===== src/design/brs_pkg.sv =====
package brs_pkg;

  // Widths
  localparam int unsigned BRS_DATA_W = 8;
  localparam int unsigned BRS_STAT_W = 3;
  localparam int unsigned BRS_CNT_W  = 3;
  localparam int unsigned BRS_BUF_W  = BRS_DATA_W + BRS_STAT_W;
  localparam int unsigned BRS_PIN_N  = 5;

  // Status codes, listed with their priority (1 is highest)
  localparam logic [2:0] BRS_ST_DATA      = 3'h0; // priority 8
  localparam logic [2:0] BRS_ST_SPECIAL   = 3'h1; // priority 7
  localparam logic [2:0] BRS_ST_EBUF_LOCK = 3'h2; // priority 2
  localparam logic [2:0] BRS_ST_FRAMING   = 3'h3; // priority 5
  localparam logic [2:0] BRS_ST_CODEWORD  = 3'h4; // priority 4
  localparam logic [2:0] BRS_ST_SYNC_LOSS = 3'h5; // priority 1
  localparam logic [2:0] BRS_ST_DISPARITY = 3'h6; // priority 6
  localparam logic [2:0] BRS_ST_REALIGN   = 3'h7; // priority 3

  // Substitute character for an undecodable symbol (C0.7)
  localparam logic [7:0] BRS_SUB_C0_7 = 8'he0;

  // Run and count limits
  localparam logic [2:0] BRS_FRAME_RUN = 3'h4;
  localparam logic [2:0] BRS_ERR_RUN   = 3'h4;
  localparam logic [2:0] BRS_IMV_LIMIT = 3'h4;
  localparam logic [2:0] BRS_CNT_ZERO  = 3'h0;
  localparam logic [2:0] BRS_CNT_ONE   = 3'h1;

  // Mode select fields and encodings
  localparam int unsigned BRS_MODE_BOND_BIT = 1;
  localparam int unsigned BRS_MODE_TYPE_BIT = 0;
  localparam logic        BRS_TYPE_B        = 1'b1;
  localparam logic        BRS_FRAME_K285    = 1'b1;

  // Synchronised pin vector: [4:3] mode, [2] frame select,
  // [1] bonding inhibit (active low), [0] PLL lock lost
  localparam int unsigned BRS_PIN_MODE_LO = 3;
  localparam int unsigned BRS_PIN_FRAME   = 2;
  localparam int unsigned BRS_PIN_INH_N   = 1;
  localparam int unsigned BRS_PIN_PLL     = 0;
  localparam logic [4:0]  BRS_PIN_RESET   = 5'h03;

  typedef enum logic [3:0] {
    BRS_UNLOCKED    = 4'h1,
    BRS_REALIGN     = 4'h2,
    BRS_LOCKED      = 4'h4,
    BRS_BOND_FAILED = 4'h8
  } brs_state_t;

endpackage : brs_pkg


===== src/design/brs_rx_sync_status.sv =====
`timescale 1ns/1ns

module brs_rx_sync_status
  import brs_pkg::*;
(
  // Clock and reset
  input  wire logic                      core_clk,
  input  wire logic                      rst,
  // Static selects and asynchronous status pins
  input  wire logic [1:0]                rx_mode_select,
  input  wire logic                      framing_pattern_select,
  input  wire logic                      bonding_inhibit_n,
  input  wire logic                      pll_lock_lost,
  // Decoded character from the decoder and elasticity buffer
  input  wire logic                      dec_valid,
  output logic                           dec_ready,
  input  wire logic [brs_pkg::BRS_DATA_W-1:0] dec_data,
  input  wire logic                      dec_special,
  input  wire logic                      dec_comma_match,
  input  wire logic                      dec_k285_match,
  input  wire logic                      dec_codeword_err,
  input  wire logic                      dec_disparity_err,
  input  wire logic                      ebuf_err,
  // Bonding control from the deskew logic
  input  wire logic                      deskew_window_expired,
  input  wire logic                      master_bonded,
  input  wire logic                      master_bond_failed,
  // Output register towards the host
  output logic                           out_valid,
  input  wire logic                      out_ready,
  output logic [brs_pkg::BRS_DATA_W-1:0] rx_data,
  output logic [brs_pkg::BRS_STAT_W-1:0] rx_char_status_code,
  output logic                           rx_locked
);
  import brs_pkg::*;
  // Pin synchroniser: three stages, a change counts once 2 and 3 agree
  logic [BRS_PIN_N-1:0] pin_raw;
  logic [BRS_PIN_N-1:0] s1_q;
  logic [BRS_PIN_N-1:0] s2_q;
  logic [BRS_PIN_N-1:0] s3_q;
  logic [BRS_PIN_N-1:0] pin_d;
  logic [BRS_PIN_N-1:0] pin_q;

  assign pin_raw = {rx_mode_select, framing_pattern_select,
                    bonding_inhibit_n, pll_lock_lost};
  genvar gi;
  generate
    for (gi = 0; gi < BRS_PIN_N; gi++) begin : g_sync
      always_comb begin
        pin_d[gi] = (s2_q[gi] == s3_q[gi]) ? s3_q[gi] : pin_q[gi];
      end
      always_ff @(posedge core_clk or posedge rst) begin
        if (rst) begin
          s1_q[gi]  <= BRS_PIN_RESET[gi];
          s2_q[gi]  <= BRS_PIN_RESET[gi];
          s3_q[gi]  <= BRS_PIN_RESET[gi];
          pin_q[gi] <= BRS_PIN_RESET[gi];
        end else begin
          s1_q[gi]  <= pin_raw[gi];
          s2_q[gi]  <= s1_q[gi];
          s3_q[gi]  <= s2_q[gi];
          pin_q[gi] <= pin_d[gi];
        end
      end
    end
  endgenerate
  logic [1:0] mode;
  logic       bonding;
  logic       type_b;
  logic       frame_k285;
  logic       inhibit_low;
  logic       pll_lost;
  assign mode        = pin_q[BRS_PIN_MODE_LO +: 2];
  assign bonding     = mode[BRS_MODE_BOND_BIT];
  assign type_b      = (mode[BRS_MODE_TYPE_BIT] == BRS_TYPE_B);
  assign frame_k285  = (pin_q[BRS_PIN_FRAME] == BRS_FRAME_K285);
  assign inhibit_low = ~pin_q[BRS_PIN_INH_N];
  assign pll_lost    = pin_q[BRS_PIN_PLL];
  // Character classification
  logic take;
  logic framing;
  logic dec_err;
  logic fatal;
  logic bond_fail_a;
  logic bond_fail_b;
  logic lock_b;
  assign take    = dec_valid & dec_ready;
  assign framing = frame_k285 ? dec_k285_match : dec_comma_match;
  assign dec_err = dec_codeword_err | dec_disparity_err;
  assign fatal   = ebuf_err | pll_lost;
  assign bond_fail_a = inhibit_low & deskew_window_expired;
  assign bond_fail_b = ((inhibit_low | master_bond_failed)
                        & deskew_window_expired) | dec_err;
  // Deskew logic raises master_bonded on the last framing char
  assign lock_b  = framing & master_bonded & ~dec_err;
  // Synchronisation machine and its counters
  brs_state_t     state_q;
  brs_state_t     state_d;
  logic [1:0]     mode_prev_q;
  logic [1:0]     mode_prev_d;
  logic [BRS_CNT_W-1:0] frame_run_q;
  logic [BRS_CNT_W-1:0] frame_run_d;
  logic [BRS_CNT_W-1:0] err_run_q;
  logic [BRS_CNT_W-1:0] err_run_d;
  logic [BRS_CNT_W-1:0] imv_q;
  logic [BRS_CNT_W-1:0] imv_d;
  logic                 loss_evt;

  always_comb begin
    state_d     = state_q;
    mode_prev_d = mode;
    frame_run_d = frame_run_q;
    err_run_d   = err_run_q;
    imv_d       = imv_q;
    loss_evt    = 1'b0;
    if (take) begin
      // Counts saturate at their limits
      if (!framing) begin
        frame_run_d = BRS_CNT_ZERO;
      end else if (frame_run_q != BRS_FRAME_RUN) begin
        frame_run_d = frame_run_q + BRS_CNT_ONE;
      end
      if (!dec_err) begin
        err_run_d = BRS_CNT_ZERO;
      end else if (err_run_q != BRS_ERR_RUN) begin
        err_run_d = err_run_q + BRS_CNT_ONE;
      end
      if (state_q != BRS_LOCKED) begin
        imv_d = BRS_CNT_ZERO;
      end else if (dec_err) begin
        if (imv_q != BRS_IMV_LIMIT) begin
          imv_d = imv_q + BRS_CNT_ONE;
        end
      end else if (imv_q != BRS_CNT_ZERO) begin
        imv_d = imv_q - BRS_CNT_ONE;
      end
      loss_evt = fatal | (err_run_d == BRS_ERR_RUN)
                 | (imv_d == BRS_IMV_LIMIT);
      case (state_q)
        BRS_UNLOCKED: begin
          if (framing && !fatal) begin
            state_d = BRS_REALIGN;
          end
        end
        BRS_REALIGN: begin
          if (!type_b) begin
            if (fatal || dec_err) begin
              state_d = BRS_UNLOCKED;
            end else if (bond_fail_a) begin
              state_d = BRS_BOND_FAILED;
            end else if (frame_run_d == BRS_FRAME_RUN) begin
              state_d = BRS_LOCKED;
            end
          end else begin
            if (fatal) begin
              state_d = BRS_UNLOCKED;
            end else if (bond_fail_b) begin
              state_d = BRS_BOND_FAILED;
            end else if (lock_b) begin
              state_d = BRS_LOCKED;
            end
          end
        end
        BRS_LOCKED: begin
          if (loss_evt) begin
            state_d = BRS_UNLOCKED;
          end
        end
        BRS_BOND_FAILED: begin
          if (fatal || (!type_b && dec_err)) begin
            state_d = BRS_UNLOCKED;
          end else if (framing) begin
            state_d = BRS_REALIGN;
          end
        end
        default: begin
          state_d = BRS_UNLOCKED;
        end
      endcase
    end
    if (!bonding || (mode != mode_prev_q)) begin
      state_d     = BRS_UNLOCKED;
      frame_run_d = BRS_CNT_ZERO;
      err_run_d   = BRS_CNT_ZERO;
      imv_d       = BRS_CNT_ZERO;
    end
  end

  always_ff @(posedge core_clk or posedge rst) begin
    if (rst) begin
      state_q     <= BRS_UNLOCKED;
      mode_prev_q <= BRS_PIN_RESET[BRS_PIN_MODE_LO +: 2];
      frame_run_q <= BRS_CNT_ZERO;
      err_run_q   <= BRS_CNT_ZERO;
      imv_q       <= BRS_CNT_ZERO;
    end else begin
      state_q     <= state_d;
      mode_prev_q <= mode_prev_d;
      frame_run_q <= frame_run_d;
      err_run_q   <= err_run_d;
      imv_q       <= imv_d;
    end
  end
  assign rx_locked = (state_q == BRS_LOCKED);
  // Status encoder, first match wins
  logic [BRS_STAT_W-1:0] code;
  logic [BRS_DATA_W-1:0] data;
  logic                  sync_loss;

  always_comb begin
    data = dec_data;
    sync_loss = bonding & ((state_q == BRS_UNLOCKED)
                | (state_q == BRS_BOND_FAILED)
                | ((state_q == BRS_LOCKED) & loss_evt));
    if (sync_loss || pll_lost || (type_b && ebuf_err)) begin
      code = BRS_ST_SYNC_LOSS;
    end else if (!type_b && ebuf_err) begin
      code = BRS_ST_EBUF_LOCK;
    end else if (type_b && bonding && state_q == BRS_REALIGN
                 && state_d == BRS_LOCKED) begin
      code = BRS_ST_EBUF_LOCK;
    end else if (bonding && state_q == BRS_REALIGN) begin
      code = BRS_ST_REALIGN;
    end else if (dec_codeword_err) begin
      code = BRS_ST_CODEWORD;
      data = BRS_SUB_C0_7;
    end else if (framing) begin
      code = BRS_ST_FRAMING;
    end else if (dec_disparity_err) begin
      code = BRS_ST_DISPARITY;
    end else if (dec_special) begin
      code = BRS_ST_SPECIAL;
    end else begin
      code = BRS_ST_DATA;
    end
  end

  // Two-entry buffer: head is the output register, skid absorbs a
  // stall so no word is lost while the source sees ready drop
  logic [BRS_BUF_W-1:0] head_q;
  logic [BRS_BUF_W-1:0] head_d;
  logic [BRS_BUF_W-1:0] skid_q;
  logic [BRS_BUF_W-1:0] skid_d;
  logic                 head_v_q;
  logic                 head_v_d;
  logic                 skid_v_q;
  logic                 skid_v_d;
  logic                 pop;
  assign dec_ready = ~skid_v_q;
  assign pop       = head_v_q & out_ready;

  always_comb begin
    head_d   = head_q;
    head_v_d = head_v_q;
    skid_d   = skid_q;
    skid_v_d = skid_v_q;
    if (pop || !head_v_q) begin
      if (skid_v_q) begin
        head_d   = skid_q;
        head_v_d = 1'b1;
        skid_v_d = 1'b0;
      end else if (take) begin
        head_d   = {code, data};
        head_v_d = 1'b1;
      end else begin
        head_v_d = 1'b0;
      end
    end else if (take) begin
      skid_d   = {code, data};
      skid_v_d = 1'b1;
    end
  end

  always_ff @(posedge core_clk or posedge rst) begin
    if (rst) begin
      head_q   <= '0;
      head_v_q <= 1'b0;
      skid_q   <= '0;
      skid_v_q <= 1'b0;
    end else begin
      head_q   <= head_d;
      head_v_q <= head_v_d;
      skid_q   <= skid_d;
      skid_v_q <= skid_v_d;
    end
  end

  assign out_valid           = head_v_q;
  assign rx_data             = head_q[BRS_DATA_W-1:0];
  assign rx_char_status_code = head_q[BRS_BUF_W-1:BRS_DATA_W];

endmodule : brs_rx_sync_status


===== config.mk =====
export PLATFORM = sky130hd
export DESIGN_NAME = brs_rx_sync_status
export DESIGN_NICKNAME = d
export VERILOG_FILES = /design/src/design/brs_pkg.sv /design/src/design/brs_rx_sync_status.sv
export SDC_FILE = /design/constraint.sdc
export NUM_CORES = 1
export LEC_CHECK = 0
export ABC_AREA = 1
export BUFFER_PORTS_ARGS = -buffer_cell sky130_fd_sc_hd__buf_2
export CAP_MARGIN = 10
export CORE_MARGIN = 2
export CORE_UTILIZATION = 35
export DETAILED_ROUTE_END_ITERATION = 7
export PLACE_DENSITY_LB_ADDON = 0.12
export SYNTH_ARGS = -nofsm -noshare
export SYNTH_HDL_FRONTEND = slang
export SYNTH_SLANG_ARGS = --single-unit
export TNS_END_PERCENT = 5

===== constraint.sdc =====
create_clock -name core_clk -period 2.01 [get_ports core_clk]
set_clock_uncertainty 0.05 [all_clocks]
set_input_delay 0.1005 -clock core_clk [delete_from_list [all_inputs] [get_ports core_clk]]
set_output_delay 0.1005 -clock core_clk [all_outputs]
set_load 0.02 [all_outputs]

==> results.yml <==
status:
  status: "finished clean"
setup_path:
  endpoint_kind: "flop"
  start_kind: "flop"
  crit_required_ns: 2.18
  worstSetupPathType: "flop to flop"
  cp_max_fo: 6
  worstRegToRegCells: 16
  cp.arrival_ns: 2.18
yosys:
  syn-num-nets: 407
  ys_seq_area_frac: 0.494
  synth_top_area_share: 0.415
  syn_area_per_cell_sq_um: 8.06
  yosysUniqueCellTypes: 34
  synth-seq-cells: 59
  synthCells: 374
  yosysTopAreaCell: "dfrtp_1"
  synth_area_leaders: "dfrtp_1 42%, nand2_1 12%, dfstp_2 7.8%, nor2_1 6.8%, inv_1 5.1%"
  syn_area_sq_mm: 0.00301
  yosysWarnings: 0
place:
  placed_area_sq_mm: 0.00355
  pre_cts_ws_ns: -0.154
  placement.io_buffers: 39
  dp_hpwl_microns: 5010
  gp_congestion: 0.890
final_layout:
  drive_gt1_frac: 0.323
  layout_common_cells: "95 x nand2_1, 50 x nor2_1, 50 x dfrtp_1, 39 x buf_2, 38 x buf_4"
  final_common_cell: "nand2_1"
  nNetsFinal: 506
  antennaDiodeCount: 0
  syn_to_final_growth_pct: 37.0
  fin_area_sq_mm: 0.00413
die:
  die-area_sq_mm: 0.00937
  die_x_microns: 96.8
  ios: 40
  die_h_microns: 96.8
  placementRows: 33
  design.core.area_sq_mm: 0.00830
  start_util: 0.363
global_route:
  grt_use_total: 0.166
  grt_first_pass_wirelength_microns: 12700
  overflow: 0
  antenna_found_initial: 0
  grt_max_degree: 36
  grt_pass1_vias: 2822
drt:
  routed_wl_microns: 7190
  num_vias: 2714
  drt-initial-drc-count: 156
  vias_per_cell: 4.66
  ant_nets: 0
  first_pass_iters: 4
  drc: 0
  routedWlPerCell_microns: 12.3
sta:
  slew_headroom: 0.633
  hold_slack_ns: 0.0251
  hold_viol_final: 0
  setup_tns_ns: 0
  max_freq_ghz: 0.499
  setup_slack_ns: 0.00563
  setup_violations: 0
  rsz0062_at_grt: "true"
  slew_viol_final: 0
  final.min_clock_period_ns: 2.00
  worst_pin_slew_ns: 0.550
  finalCritPeriodShare: 0.997
power:
  total_power_w: 0.00305
  p_leak_nw: 2.01
  vdd_ir_drop_max_uv: 450
  p_per_area_mw_per_mm2: 737
worst_hold_path:
  hp-class: "input pin to flop"
  hold_depth: 4
clock_tree:
  clk_transition_reported_paths_ns: 0.06
  numCtsBuffers: 9
  cts_max_level: 3
  cts_tree: "done"
  clkSinkCount: 59
  clk_latency_ns: 0.33
  clk_root_buffer_cell: "clkbuf_8"
  cts_buffer_depth: 2
job:
  cap_violations: 0
where the power goes:
group	internal, W	switching (W)
sequential	0.00132	0.0000655
clock	0.000633	0.000442
combinational	0.000228	0.000354
what timing repair did:
| action | in CTS | in global routing |
|---|---|---|
| setup endpoints to repair | 19 | 23 |
| setup buffers | 3 | 5 |
| cloned | 1 | 0 |
| hold buffers | 15 | 0 |
| resized for setup | 24 | 18 |
| hold endpoints to repair | 39 | 0 |
| pin swaps | 11 | 15 |
per-stage QoR:
step                cells   util
global route          582  0.498
CTS                   577  0.486
finish                582  0.498
detailed placement    543  0.428
floorplan             374      -
global placement      543  0.428
final cells by class:
class / count / area (sq um)
tap: 105 / 131
timing repair buffer: 95 / 673
multi-input combinational: 262 / 1470
sequential: 59 / 1490
inverter: 46 / 173
fill: 794 / 4170
clock buffer: 13 / 159
clock inverter: 2 / 35.0
per-layer routing:
metal  wire (microns)  global-route usage
met1             3440               0.214
met2             3350               0.276
met5                0                   0
met4              128              0.0628
met3              262              0.0318
final timing paths:
path,slack (ns),startpoint,endpoint
worst max-delay path,0.006,imv_q[1]$_DFFE_PP0P_,head_q[4]$_DFFE_PP0P_
worst min-delay path,0.03,out_ready,skid_v_q$_DFFE_PP0P_
worst max register to register,0.006,imv_q[1]$_DFFE_PP0P_,head_q[4]$_DFFE_PP0P_
worst min register to register,0.30,s1_q[4]$_DFF_PP0_,s2_q[4]$_DFF_PP0_
max in group asynchronous,0.95,rst,pin_q[1]$_DFFE_PP1N_
min in group asynchronous,0.31,rst,head_q[2]$_DFFE_PP0P_
Yosys cell counts (all sizes together):
cell type,number
dfrtp,50
o311ai,1
o21bai,1
maj3,5
o21ai,21
inv,46
a21boi,2
ha,7
xor2,1
buf,4
nor2,57
clkbuf,4
nand3,29
a21oi,7
nor3,4
o211ai,3
nand2,109
xnor2,1
nor4,1
o22ai,3
dfstp,9
a31oi,6
o32ai,3
cell families after synthesis:
group,Yosys count,synth area share
simple gates,200,0.289
compound gates,47,0.0930
flops,59,0.494
fa+ha+maj,12,0.0457
buf+inv,54,0.0731
xor+xnor,2,0.00581
registers in the layout (all words and copies together) (netlist names), 2 cells and up:
name	count
imv_q	3
skid_q	11
s2_q	5
mode_prev_q	2
s3_q	5
err_run_q	3
frame_run_q	3
s1_q	5
head_q	11
state_q	4
worst max-delay path, stage by stage, from the launching register on:
cell	delay [ns]
dfrtp_1	0.39
buf_4	0.16
ha_4	0.15
xnor2_1	0.14
nand2_1	0.08
nand2_2	0.09
nor2_4	0.04
nand3_2	0.07
nand2_2	0.05
nand2_2	0.08
nand2_4	0.07
nand2_4	0.08
nand3_4	0.17
nand2_2	0.13
nand2_1	0.05
nand2_1	0.06
nand2_1	0.04
Note: power is estimated with default switching activity, not from simulation.
